### config.mk
export PLATFORM = sky130hd
export DESIGN_NAME = pfm_pin_mux
export DESIGN_NICKNAME = d
export VERILOG_FILES = /design/src/rtl/pfm_pkg.sv /design/src/rtl/pfm_reg_if.sv /design/src/rtl/pfm_axil_slv.sv /design/src/rtl/pfm_pin_mux.sv
export SDC_FILE = /design/constraint.sdc
export NUM_CORES = 2
export LEC_CHECK = 0
export ABC_AREA = 1
export BUFFER_PORTS_ARGS = -buffer_cell sky130_fd_sc_hd__clkbuf_2
export CAP_MARGIN = 20
export CELL_PAD_IN_SITES_DETAIL_PLACEMENT = 0
export CELL_PAD_IN_SITES_GLOBAL_PLACEMENT = 1
export CORE_ASPECT_RATIO = 2
export CORE_MARGIN = 4
export CORE_UTILIZATION = 36
export CTS_CLUSTER_SIZE = 10
export DETAILED_ROUTE_END_ITERATION = 10
export GPL_TIMING_DRIVEN = 0
export PLACE_DENSITY = 0.77
export SYNTH_ARGS = -nofsm -noshare
export SYNTH_HDL_FRONTEND = slang
export SYNTH_SLANG_ARGS = --single-unit
### constraint.sdc
create_clock -name CORE_CLK -period 2.6 [get_ports CORE_CLK]
set_input_delay 0.13 -clock CORE_CLK [delete_from_list [all_inputs] [get_ports CORE_CLK]]
set_output_delay 0.13 -clock CORE_CLK [all_outputs]
set_load 0.02 [all_outputs]
### src/rtl/pfm_pkg.sv
package pfm_pkg;
   // ------------------------------------------------------------
   // Sizes
   // ------------------------------------------------------------
   localparam int PIN_NUM  = 30;
   localparam int RAW_PINS = 8;
   localparam int FUNC_NUM = 4;
   localparam int FIDX_W   = 2;
   localparam int ADDR_W   = 12;

   // ------------------------------------------------------------
   // Register offsets
   // ------------------------------------------------------------
   localparam logic [11:0] STATUS_OFS   = 12'h000;
   localparam logic [11:0] CTRL_OFS     = 12'h004;
   localparam logic [11:0] RAW_OFS      = 12'h0f0;
   localparam logic [11:0] EVT_STAT_OFS = 12'h200;
   localparam logic [11:0] EVT_MASK_OFS = 12'h204;

   // ------------------------------------------------------------
   // Control fields, status bits and reset values
   // ------------------------------------------------------------
   localparam int FSEL_LSB    = 0;
   localparam int OUT_OVR_LSB = 8;
   localparam int OE_OVR_LSB  = 12;
   localparam int IN_OVR_LSB  = 16;
   localparam int IRQ_OVR_LSB = 28;
   localparam int ST_OUT_SRC  = 8;
   localparam int ST_OUT_APP  = 9;
   localparam int ST_OE_SRC   = 12;
   localparam int ST_OE_APP   = 13;
   localparam int ST_IN_RAW   = 17;
   localparam int ST_IN_APP   = 19;
   localparam int ST_IRQ_SRC  = 24;
   localparam int ST_IRQ_APP  = 26;
   localparam logic [4:0]  FSEL_NULL  = 5'h1f;
   localparam logic [31:0] CTRL_RST   = 32'h0000_001f;
   localparam logic [31:0] CTRL_WMASK = 32'h3003_331f;
   localparam logic [7:0]  EVT_RST    = 8'h00;
   localparam logic [1:0]  RESP_OKAY  = 2'h0;
   localparam logic [1:0]  RESP_SLVERR = 2'h2;

   // Override selector encoding shared by all four paths.
   typedef enum logic [1:0] {OVR_PASS, OVR_INVERT, OVR_LOW, OVR_HIGH} pfm_ovr_t;

   // Applies one override selector to a signal.
   function automatic logic pfm_apply(input logic [1:0] sel, input logic v);
      unique case (pfm_ovr_t'(sel))
         OVR_PASS:   pfm_apply = v;
         OVR_INVERT: pfm_apply = ~v;
         OVR_LOW:    pfm_apply = 1'b0;
         OVR_HIGH:   pfm_apply = 1'b1;
      endcase
   endfunction
endpackage

### src/rtl/pfm_reg_if.sv
`timescale 1ns/10ps
// Register access strobes between the bus slave and the register file.
interface pfm_reg_if;
   logic        wr;
   logic        rd;
   logic [11:0] waddr;
   logic [11:0] raddr;
   logic [31:0] wdata;
   logic [3:0]  wstrb;
   logic [31:0] rdata;
   logic        wok;
   logic        rok;
   modport slv  (output wr, rd, waddr, raddr, wdata, wstrb, input rdata, wok, rok);
   modport regs (input wr, rd, waddr, raddr, wdata, wstrb, output rdata, wok, rok);
endinterface

### src/rtl/pfm_axil_slv.sv
`timescale 1ns/10ps
module pfm_axil_slv
   import pfm_pkg::*;
(
   input  wire logic              clk,       // Core clock.
   input  wire logic              rst_n,     // Async reset, active low.
   input  wire logic [ADDR_W-1:0] awaddr,    // Write address.
   input  wire logic              awvalid,   // Write address valid.
   output logic                   awready,   // Write address ready.
   input  wire logic [31:0]       wdata,     // Write data.
   input  wire logic [3:0]        wstrb,     // Write byte strobes.
   input  wire logic              wvalid,    // Write data valid.
   output logic                   wready,    // Write data ready.
   output logic [1:0]             bresp,     // Write response.
   output logic                   bvalid,    // Write response valid.
   input  wire logic              bready,    // Write response ready.
   input  wire logic [ADDR_W-1:0] araddr,    // Read address.
   input  wire logic              arvalid,   // Read address valid.
   output logic                   arready,   // Read address ready.
   output logic [31:0]            rdata,     // Read data.
   output logic [1:0]             rresp,     // Read response.
   output logic                   rvalid,    // Read data valid.
   input  wire logic              rready,    // Read data ready.
   pfm_reg_if.slv                 rb         // Register strobes.
);
   logic aw_held_ff;
   logic w_held_ff;

   // ------------------------------------------------------------
   // Strobes towards the register file
   // ------------------------------------------------------------
   assign rb.wr = aw_held_ff & w_held_ff & ~bvalid;
   assign rb.rd = arvalid & arready;
   assign rb.raddr = araddr;

   // Address and data are captured in either order and held.
   always_ff @(posedge clk or negedge rst_n) begin
      if (!rst_n) begin
         awready    <= 1'b1;
         wready     <= 1'b1;
         aw_held_ff <= 1'b0;
         w_held_ff  <= 1'b0;
         rb.waddr   <= '0;
         rb.wdata   <= '0;
         rb.wstrb   <= '0;
      end else begin
         if (awvalid && awready) begin
            awready    <= 1'b0;
            aw_held_ff <= 1'b1;
            rb.waddr   <= awaddr;
         end
         if (wvalid && wready) begin
            wready    <= 1'b0;
            w_held_ff <= 1'b1;
            rb.wdata  <= wdata;
            rb.wstrb  <= wstrb;
         end
         if (rb.wr) begin
            aw_held_ff <= 1'b0;
            w_held_ff  <= 1'b0;
         end
         if (bvalid && bready) begin
            awready <= 1'b1;
            wready  <= 1'b1;
         end
      end
   end

   // Write response follows the register write by one cycle.
   always_ff @(posedge clk or negedge rst_n) begin
      if (!rst_n) begin
         bvalid <= 1'b0;
         bresp  <= RESP_OKAY;
      end else if (rb.wr) begin
         bvalid <= 1'b1;
         bresp  <= rb.wok ? RESP_OKAY : RESP_SLVERR;
      end else if (bready) begin
         bvalid <= 1'b0;
      end
   end

   // Read data is registered in the cycle the address is taken.
   always_ff @(posedge clk or negedge rst_n) begin
      if (!rst_n) begin
         arready <= 1'b1;
         rvalid  <= 1'b0;
         rdata   <= '0;
         rresp   <= RESP_OKAY;
      end else if (rb.rd) begin
         arready <= 1'b0;
         rvalid  <= 1'b1;
         rdata   <= rb.rdata;
         rresp   <= rb.rok ? RESP_OKAY : RESP_SLVERR;
      end else if (rvalid && rready) begin
         arready <= 1'b1;
         rvalid  <= 1'b0;
      end
   end
endmodule

### src/rtl/pfm_pin_mux.sv
`timescale 1ns/10ps
module pfm_pin_mux
   import pfm_pkg::*;
(
   input  wire logic                              CORE_CLK,        // Core clock.
   input  wire logic                              RST_N,           // Async reset, active low.
   input  wire logic [ADDR_W-1:0]                 S_AXI_AWADDR,    // Write address.
   input  wire logic                              S_AXI_AWVALID,   // Write address valid.
   output logic                                   S_AXI_AWREADY,   // Write address ready.
   input  wire logic [31:0]                       S_AXI_WDATA,     // Write data.
   input  wire logic [3:0]                        S_AXI_WSTRB,     // Write strobes.
   input  wire logic                              S_AXI_WVALID,    // Write data valid.
   output logic                                   S_AXI_WREADY,    // Write data ready.
   output logic [1:0]                             S_AXI_BRESP,     // Write response.
   output logic                                   S_AXI_BVALID,    // Write response valid.
   input  wire logic                              S_AXI_BREADY,    // Write response ready.
   input  wire logic [ADDR_W-1:0]                 S_AXI_ARADDR,    // Read address.
   input  wire logic                              S_AXI_ARVALID,   // Read address valid.
   output logic                                   S_AXI_ARREADY,   // Read address ready.
   output logic [31:0]                            S_AXI_RDATA,     // Read data.
   output logic [1:0]                             S_AXI_RRESP,     // Read response.
   output logic                                   S_AXI_RVALID,    // Read data valid.
   input  wire logic                              S_AXI_RREADY,    // Read data ready.
   input  wire logic [PIN_NUM-1:0]                PAD_IN,          // Pin input levels.
   output logic      [PIN_NUM-1:0]                PAD_OUT,         // Pin output levels.
   output logic      [PIN_NUM-1:0]                PAD_OE,          // Pin driver enables.
   input  wire logic [FUNC_NUM-1:0][PIN_NUM-1:0]  SRC_OUT,         // Function outputs.
   input  wire logic [FUNC_NUM-1:0][PIN_NUM-1:0]  SRC_OE,          // Function enables.
   output logic      [FUNC_NUM-1:0][PIN_NUM-1:0]  SRC_IN,          // Inputs to functions.
   output logic      [PIN_NUM-1:0]                IRQ_TO_PROC,     // Pin interrupts out.
   output logic                                   IRQ              // Event interrupt.
);
   pfm_reg_if rb ();

   logic [31:0]          ctrl_ff [PIN_NUM];
   logic [31:0]          status_w [PIN_NUM];
   logic [PIN_NUM-1:0]   pad_s1_ff;
   logic [PIN_NUM-1:0]   pad_s2_ff;
   logic [PIN_NUM-1:0]   in_app_ff;
   logic [PIN_NUM-1:0]   out_src;
   logic [PIN_NUM-1:0]   oe_src;
   logic [PIN_NUM-1:0]   irq_src;
   logic [PIN_NUM-1:0]   nxt_out;
   logic [PIN_NUM-1:0]   nxt_oe;
   logic [PIN_NUM-1:0]   nxt_in;
   logic [PIN_NUM-1:0]   nxt_irq;
   logic [RAW_PINS-1:0]  prev_ff;
   logic [RAW_PINS-1:0]  lvl_hi_ff;
   logic [RAW_PINS-1:0]  lvl_lo_ff;
   logic [RAW_PINS-1:0]  rise_ff;
   logic [RAW_PINS-1:0]  fall_ff;
   logic [RAW_PINS-1:0]  rise_det;
   logic [RAW_PINS-1:0]  fall_det;
   logic [RAW_PINS-1:0]  rise_clr;
   logic [RAW_PINS-1:0]  fall_clr;
   logic [31:0]          raw_w;
   logic [7:0]           evt_stat_ff;
   logic [7:0]           evt_mask_ff;
   logic [4:0]           widx;
   logic [4:0]           ridx;
   logic                 w_pin;
   logic                 r_pin;
   logic                 w_raw;
   logic [31:0]          strb_mask;

   // ------------------------------------------------------------
   // Bus slave
   // ------------------------------------------------------------
   pfm_axil_slv u_slv (
      .clk     (CORE_CLK),
      .rst_n   (RST_N),
      .awaddr  (S_AXI_AWADDR),
      .awvalid (S_AXI_AWVALID),
      .awready (S_AXI_AWREADY),
      .wdata   (S_AXI_WDATA),
      .wstrb   (S_AXI_WSTRB),
      .wvalid  (S_AXI_WVALID),
      .wready  (S_AXI_WREADY),
      .bresp   (S_AXI_BRESP),
      .bvalid  (S_AXI_BVALID),
      .bready  (S_AXI_BREADY),
      .araddr  (S_AXI_ARADDR),
      .arvalid (S_AXI_ARVALID),
      .arready (S_AXI_ARREADY),
      .rdata   (S_AXI_RDATA),
      .rresp   (S_AXI_RRESP),
      .rvalid  (S_AXI_RVALID),
      .rready  (S_AXI_RREADY),
      .rb      (rb)
   );

   // ------------------------------------------------------------
   // Address decode
   // ------------------------------------------------------------
   // Per-pin words sit in pairs below the raw interrupt word.
   assign widx = rb.waddr[7:3];
   assign ridx = rb.raddr[7:3];
   assign w_pin = (rb.waddr < RAW_OFS) && (rb.waddr[1:0] == 2'h0);
   assign r_pin = (rb.raddr < RAW_OFS) && (rb.raddr[1:0] == 2'h0);
   assign w_raw = rb.wr && (rb.waddr == RAW_OFS);
   assign strb_mask = {{8{rb.wstrb[3]}}, {8{rb.wstrb[2]}}, {8{rb.wstrb[1]}}, {8{rb.wstrb[0]}}};
   assign rb.wok = w_pin || (rb.waddr == RAW_OFS) || (rb.waddr == EVT_STAT_OFS)
                   || (rb.waddr == EVT_MASK_OFS);
   assign rb.rok = r_pin || (rb.raddr == RAW_OFS) || (rb.raddr == EVT_STAT_OFS)
                   || (rb.raddr == EVT_MASK_OFS);

   // Read data mux; unmapped addresses read zero.
   always_comb begin
      rb.rdata = '0;
      if (r_pin) begin
         rb.rdata = rb.raddr[2] ? ctrl_ff[ridx] : status_w[ridx];
      end else if (rb.raddr == RAW_OFS) begin
         rb.rdata = raw_w;
      end else if (rb.raddr == EVT_STAT_OFS) begin
         rb.rdata = {24'h0, evt_stat_ff};
      end else if (rb.raddr == EVT_MASK_OFS) begin
         rb.rdata = {24'h0, evt_mask_ff};
      end
   end

   // ------------------------------------------------------------
   // Pin input synchronisers
   // ------------------------------------------------------------
   // Two stages before any logic looks at the pin levels.
   always_ff @(posedge CORE_CLK or negedge RST_N) begin
      if (!RST_N) begin
         pad_s1_ff <= '0;
         pad_s2_ff <= '0;
      end else begin
         pad_s1_ff <= PAD_IN;
         pad_s2_ff <= pad_s1_ff;
      end
   end

   // ------------------------------------------------------------
   // Per-pin control, selection and overrides
   // ------------------------------------------------------------
   generate
      for (genvar n = 0; n < PIN_NUM; n++) begin : g_pin
         logic [4:0] fsel;
         logic       fvalid;
         assign fsel   = ctrl_ff[n][FSEL_LSB +: 5];
         assign fvalid = (fsel != FSEL_NULL) && (fsel < 5'(FUNC_NUM));

         always_ff @(posedge CORE_CLK or negedge RST_N) begin
            if (!RST_N) begin
               ctrl_ff[n] <= CTRL_RST;
            end else if (rb.wr && w_pin && rb.waddr[2] && (widx == 5'(n))) begin
               ctrl_ff[n] <= (ctrl_ff[n] & ~(CTRL_WMASK & strb_mask))
                             | (rb.wdata & CTRL_WMASK & strb_mask);
            end
         end

         assign out_src[n] = fvalid ? SRC_OUT[fsel[FIDX_W-1:0]][n] : 1'b0;
         assign oe_src[n]  = fvalid ? SRC_OE[fsel[FIDX_W-1:0]][n] : 1'b0;
         assign nxt_out[n] = pfm_apply(ctrl_ff[n][OUT_OVR_LSB +: 2], out_src[n]);
         assign nxt_oe[n]  = pfm_apply(ctrl_ff[n][OE_OVR_LSB +: 2], oe_src[n]);
         assign nxt_in[n]  = pfm_apply(ctrl_ff[n][IN_OVR_LSB +: 2], pad_s2_ff[n]);
         assign nxt_irq[n] = pfm_apply(ctrl_ff[n][IRQ_OVR_LSB +: 2], irq_src[n]);

         // forced high check, watched on every pin.
         property p_irq_high;
            @(posedge CORE_CLK) disable iff (!RST_N)
            ctrl_ff[n][IRQ_OVR_LSB +: 2] == 2'h3 |=> IRQ_TO_PROC[n];
         endproperty
         a_irq_high: assert property (p_irq_high) else $error("interrupt not high");

         // Only the raw pins carry an interrupt source.
         if (n < RAW_PINS) begin : g_irq
            assign irq_src[n] = rise_ff[n] | fall_ff[n];
         end else begin : g_noirq
            assign irq_src[n] = 1'b0;
         end

         // Input goes only to the selected function.
         for (genvar f = 0; f < FUNC_NUM; f++) begin : g_fn
            always_ff @(posedge CORE_CLK or negedge RST_N) begin
               if (!RST_N) begin
                  SRC_IN[f][n] <= 1'b0;
               end else begin
                  SRC_IN[f][n] <= nxt_in[n] && (fsel == 5'(f));
               end
            end
         end

         always_comb begin
            status_w[n] = '0;
            status_w[n][ST_OUT_SRC] = out_src[n];
            status_w[n][ST_OUT_APP] = PAD_OUT[n];
            status_w[n][ST_OE_SRC]  = oe_src[n];
            status_w[n][ST_OE_APP]  = PAD_OE[n];
            status_w[n][ST_IN_RAW]  = pad_s2_ff[n];
            status_w[n][ST_IN_APP]  = in_app_ff[n];
            status_w[n][ST_IRQ_SRC] = irq_src[n];
            status_w[n][ST_IRQ_APP] = IRQ_TO_PROC[n];
         end
      end
   endgenerate

   // Registered pin-side and interrupt outputs.
   always_ff @(posedge CORE_CLK or negedge RST_N) begin
      if (!RST_N) begin
         PAD_OUT     <= '0;
         PAD_OE      <= '0;
         in_app_ff   <= '0;
         IRQ_TO_PROC <= '0;
      end else begin
         PAD_OUT     <= nxt_out;
         PAD_OE      <= nxt_oe;
         in_app_ff   <= nxt_in;
         IRQ_TO_PROC <= nxt_irq;
      end
   end

   // ------------------------------------------------------------
   // Raw interrupt word
   // ------------------------------------------------------------
   generate
      for (genvar n = 0; n < RAW_PINS; n++) begin : g_raw
         assign rise_det[n] = pad_s2_ff[n] & ~prev_ff[n];
         assign fall_det[n] = ~pad_s2_ff[n] & prev_ff[n];
         assign rise_clr[n] = w_raw && rb.wdata[4*n+3] && strb_mask[4*n+3];
         assign fall_clr[n] = w_raw && rb.wdata[4*n+2] && strb_mask[4*n+2];
         assign raw_w[4*n +: 4] = {rise_ff[n], fall_ff[n], lvl_hi_ff[n], lvl_lo_ff[n]};
      end
   endgenerate

   always_ff @(posedge CORE_CLK or negedge RST_N) begin
      if (!RST_N) begin
         prev_ff   <= '0;
         lvl_hi_ff <= '0;
         lvl_lo_ff <= '0;
      end else begin
         prev_ff   <= pad_s2_ff[RAW_PINS-1:0];
         lvl_hi_ff <= pad_s2_ff[RAW_PINS-1:0];
         lvl_lo_ff <= ~pad_s2_ff[RAW_PINS-1:0];
      end
   end

   always_ff @(posedge CORE_CLK or negedge RST_N) begin
      if (!RST_N) begin
         rise_ff <= '0;
         fall_ff <= '0;
      end else begin
         rise_ff <= (rise_ff & ~rise_clr) | rise_det;
         fall_ff <= (fall_ff & ~fall_clr) | fall_det;
      end
   end

   // ------------------------------------------------------------
   // Event interrupt
   // ------------------------------------------------------------
   // Any edge on a raw pin is an event; reading the status clears it.
   always_ff @(posedge CORE_CLK or negedge RST_N) begin
      if (!RST_N) begin
         evt_stat_ff <= EVT_RST;
      end else begin
         evt_stat_ff <= (rb.rd && rb.raddr == EVT_STAT_OFS ? EVT_RST : evt_stat_ff)
                        | rise_det | fall_det;
      end
   end

   // Mask register and the interrupt level.
   always_ff @(posedge CORE_CLK or negedge RST_N) begin
      if (!RST_N) begin
         evt_mask_ff <= EVT_RST;
         IRQ         <= 1'b0;
      end else begin
         if (rb.wr && rb.waddr == EVT_MASK_OFS && rb.wstrb[0]) begin
            evt_mask_ff <= rb.wdata[7:0];
         end
         IRQ <= |(evt_stat_ff & evt_mask_ff);
      end
   end

   // ------------------------------------------------------------
   // Assertions
   // ------------------------------------------------------------
   property p_null_sel;
      @(posedge CORE_CLK) disable iff (!RST_N)
      (ctrl_ff[0][4:0] == FSEL_NULL && ctrl_ff[0][9:8] == 2'h0) |=> !PAD_OUT[0];
   endproperty
   a_null_sel: assert property (p_null_sel) else $error("null select drove output");

   property p_out_high;
      @(posedge CORE_CLK) disable iff (!RST_N)
      ctrl_ff[0][9:8] == 2'h3 |=> PAD_OUT[0];
   endproperty
   a_out_high: assert property (p_out_high) else $error("output not forced high");

   property p_out_inv;
      @(posedge CORE_CLK) disable iff (!RST_N)
      ctrl_ff[0][9:8] == 2'h1 |=> PAD_OUT[0] == !$past(out_src[0]);
   endproperty
   a_out_inv: assert property (p_out_inv) else $error("output not inverted");

   property p_oe_off;
      @(posedge CORE_CLK) disable iff (!RST_N)
      ctrl_ff[0][13:12] == 2'h2 |=> !PAD_OE[0];
   endproperty
   a_oe_off: assert property (p_oe_off) else $error("driver not disabled");

   property p_in_pass;
      @(posedge CORE_CLK) disable iff (!RST_N)
      (ctrl_ff[0][17:16] == 2'h0 && ctrl_ff[0][4:0] == 5'h0) |=> SRC_IN[0][0] == $past(pad_s2_ff[0]);
   endproperty
   a_in_pass: assert property (p_in_pass) else $error("input not passed");

   property p_rise_set;
      @(posedge CORE_CLK) disable iff (!RST_N)
      rise_det[0] |=> rise_ff[0] && evt_stat_ff[0];
   endproperty
   a_rise_set: assert property (p_rise_set) else $error("rising edge lost");

   property p_rise_clr;
      @(posedge CORE_CLK) disable iff (!RST_N)
      (rise_clr[0] && !rise_det[0]) |=> !rise_ff[0];
   endproperty
   a_rise_clr: assert property (p_rise_clr) else $error("edge flag not cleared");

   c_raw_write: cover property (@(posedge CORE_CLK) disable iff (!RST_N) w_raw && rise_ff[0]);
   c_irq_out: cover property (@(posedge CORE_CLK) disable iff (!RST_N) $rose(IRQ));
   c_invert: cover property (@(posedge CORE_CLK) disable iff (!RST_N)
      ctrl_ff[0][9:8] == 2'h1 ##1 PAD_OUT[0]);
endmodule

==> results.py <==
metrics = {
    "run_status": {
        "outcome": "finished, violations left",
        "violations": "setup timing",
    },
    "die": {
        "die_y_um": 467,
        "start_util_pct": 36.2,
        "pin_count": 589,
        "core_um2": 105000,
        "die_w_um": 237,
        "rows": 168,
        "dieArea_um2": 111000,
    },
    "setup_path": {
        "r2r_cells": 11,
        "crit_fanout": 10,
        "critical_path_required_ns": 3.25,
        "arrival_ns": 3.41,
        "worstReg2RegEnd": "u_slv.rdata[12]",
        "path_cells": "buf_2 -> clkbuf_1 -> clkbuf_2 -> o211ai_1 -> nand3_1 -> nand3_1 -> a31oi_1",
        "cpMaxStageDelayCell": "clkbuf_1",
        "crit_top_cell": "nand3_1",
        "r2r_slack_ns": -0.02,
        "cp-end-kind": "flop",
        "crit_buf_inv": 3,
        "path_class": "input port to flop",
        "cpLargestDelayFamily": "buffers and inverters",
        "max_stage_delay_ns": 0.97,
        "start_kind": "input port",
    },
    "synth": {
        "syn_inst": 4515,
        "yosys_warnings": 0,
        "synth_area_um2": 37900,
        "ys_ff_latch": 824,
        "synth_edf_count": 0,
        "synth-main-ff-cell": "dfrtp_1",
        "netlist.area_leader.share_pct": 44.3,
        "synth_area_leader_cell": "dfrtp_1",
        "synth_area_leaders": "dfrtp_1 44%, nand2_1 13%, dfstp_2 11%",
        "synthDistinctLibCells": 46,
        "postSynthAreaPerCell_um2": 8.39,
        "yosysSeqAreaShare_pct": 55.0,
        "synthArstFlopShare_pct": 100,
    },
    "place": {
        "portBuffers": 578,
        "gp_congestion": 1.07,
        "dp.cells": 6514,
        "hpwl_mm": 160,
        "place_area_um2": 43600,
    },
    "clocking": {
        "clock_path_buffers": 3,
        "clk_pin_slew_worst_paths_ns": 0.06,
        "h-tree-depth": 3,
        "cts_inserted_buffers": 93,
        "cts_tree": "done",
        "cts_root_buf": "clkbuf_16",
        "cts.sinks": 824,
        "clock_latency_ns": 0.77,
    },
    "route": {
        "drtIter0Drc": 4098,
        "via_count": 38300,
        "vias_per_cell": 5.61,
        "first_pass_iters": 8,
        "post-route-drc-count": 0,
        "drt-total-wl_mm": 209,
        "post_drt_wl_per_cell_um": 30.7,
        "postRouteAntennaNets": 0,
    },
    "pwr": {
        "clkPwrFrac_pct": 36.1,
        "netSwitchingFraction_pct": 35.9,
        "p_seq_share_pct": 41.2,
        "p_switching_mw": 12.5,
        "p_int_mw": 22.2,
        "power.leakage_nw": 22.1,
        "pwr-share-comb_pct": 22.6,
        "powerDensity_nw_per_um2": 718,
        "ir_worst_vdd_mv": 0.638,
    },
    "global_routing": {
        "antenna_found_initial": 11,
        "use_met1_pct": 40.6,
        "grt.total_usage_pct": 36.8,
        "grt_start_max_net_pins": 110,
        "grt-ovfl-total": 0,
        "gr-usage-met3_pct": 8.21,
        "grt_pass1_wl_mm": 287,
        "busiest_layer": "met2",
        "grt_pass1_vias": 37300,
        "grt.met2_usage_pct": 59.4,
    },
    "timing": {
        "slew_headroom_pct": 13.2,
        "fin_skew_ns": 0.0556,
        "slew_viol_final": 0,
        "fmax_mhz": 363,
        "rsz0062_at_grt": "no",
        "fin_crit_ns": 2.76,
        "setup_violations": 8,
        "setup_ws_ns": -0.157,
        "fin_crit_sh_pct": 106,
        "final_hold_viol_count": 0,
        "worst_slew_pin_slew_ns": 1.30,
        "whs_ns": 0.00537,
    },
    "cells_and_area": {
        "instances_no_fill": 6816,
        "fin_area_um2": 48300,
        "nNetsFinal": 5729,
        "drive_gt1_share_pct": 19.4,
        "fin_util_pct": 46.1,
        "area_growth_pct": 27.5,
    },
    "worst_hold_path": {
        "hp-class": "input port to flop",
        "whs_path_depth": 8,
        "hp-start": "SRC_OUT[8]",
        "worstHoldEndpoint": "PAD_OUT[8]",
    },
    "run": {
        "drv_cap": 0,
    },
}
kinds of logic (layout without fill, tap and decap cells):
logic type      Yosys count  after routing  synth area share, %
compound gates          991            991                 13.9
xor+xnor                 98             98                 2.27
buf+inv                 499           1434                 5.15
flops                   824            824                 55.0
mux                       1              1               0.0264
other cells               1              7              0.00990
simple gates           2101           2101                 23.7
power groups by stage:
| stage | logic [mW] | registers [mW] | clock network, mW |
|---|---|---|---|
| finish | 7.84 | 14.3 | 12.5 |
| global route | 8.12 | 14.3 | 13.1 |
| CTS | 7.62 | 14.3 | 12.7 |
| detailed placement | 7.44 | 14.4 | 0 |
| global placement | 7.13 | 14.4 | 0 |
| floorplan | 2.95 | 14.5 | 0 |
cell type report:
cell class                      instances  area [µm²]
Fill cell                           10500       56400
Sequential cell                       824       20800
Multi-Input combinational cell       3193       15200
Timing Repair Buffer                  813        6000
Clock buffer                          148        2590
Tap cell                             1360        1700
Buffer                                231         987
Inverter                              236         895
Clock inverter                          6        97.6
Antenna cell                            5        12.5
synthesized netlist by cell type (16+ instances only):
| library cell | count |
|---|---|
| a21oi_1 | 120 |
| buf_1 | 20 |
| buf_2 | 35 |
| clkbuf_1 | 202 |
| dfrtp_1 | 671 |
| dfstp_2 | 153 |
| inv_1 | 229 |
| nand2_1 | 1267 |
| nand3_1 | 273 |
| nand4_1 | 42 |
| nor2_1 | 314 |
| nor3_1 | 148 |
| nor3_4 | 28 |
| o211ai_1 | 49 |
| o21ai_0 | 718 |
| o22ai_1 | 57 |
| xnor2_1 | 16 |
| xor2_1 | 82 |
layer usage:
layer  part of all wire (%)  routed length, µm
met3                    8.5              17700
met2                     46              95900
met5                 0.0091                 19
met1                     34              70700
met4                     12              24600
stage by stage:
step | setup slack (ns) | power, mW | TNS (ns)
final | -0.157 | 34.7 | -0.559
after global routing | 0.000590 | 35.6 | 0
after CTS | -0.128 | 34.5 | -0.128
after detailed placement | -1.02 | 21.9 | -48.22
after floorplan | 0.688 | 17.5 | 0
after global placement | -18.81 | 21.6 | -
worst max-delay path by stage:
stage / startpoint / to / slack, ns / cells past startpoint
6_report: S_AXI_ARADDR[5] / u_slv.rdata[19] / -0.16 / 7
5_1_grt: S_AXI_ARADDR[3] / u_slv.rdata[19] / 0.0006 / 10
4_1_cts: flop / u_slv.rdata[12] / -0.13 / 11
3_5_place_dp: S_AXI_ARADDR[3] / u_slv.rdata[12] / -1.02 / 12
3_3_place_gp: RST_N / SRC_IN[115] / -18.81 / 1
2_1_floorplan: u_slv.rb.waddr[7] / flop / 0.69 / 10
cells in the final DEF (no fill, tap or decap), drive strengths merged, types with 57 or more instances in the layout:
master	n
nand2	1279
clkbuf	897
o21ai	723
dfrtp	671
nor2	316
nand3	273
inv	233
nor3	177
dfstp	153
buf	147
dlygate4sd3	145
a21oi	120
xor2	82
o22ai	57
worst register-to-register path, stage by stage, from the launching register on:
cell and delay (ns):
dfstp_4 0.73, inv_1 0.16, nand3_1 0.09, nand4_1 0.50
nand2_2 0.28, nand2_1 0.08, nand3_1 0.12, nand2_1 0.08
a21oi_1 0.19, nand2_1 0.08, nand3_1 0.12, a21oi_1 0.08
repair_timing:
| item | in CTS | in global routing |
|---|---|---|
| buffers inserted | 23 | 4 |
| resized for setup | 28 | 33 |
| pin swaps | 22 | 6 |
| endpoints found under the hold margin | 293 | 0 |
| hold buffers | 145 | 0 |
| endpoints found under the setup margin | 253 | 99 |
Note: power is estimated with default switching activity, not from simulation.
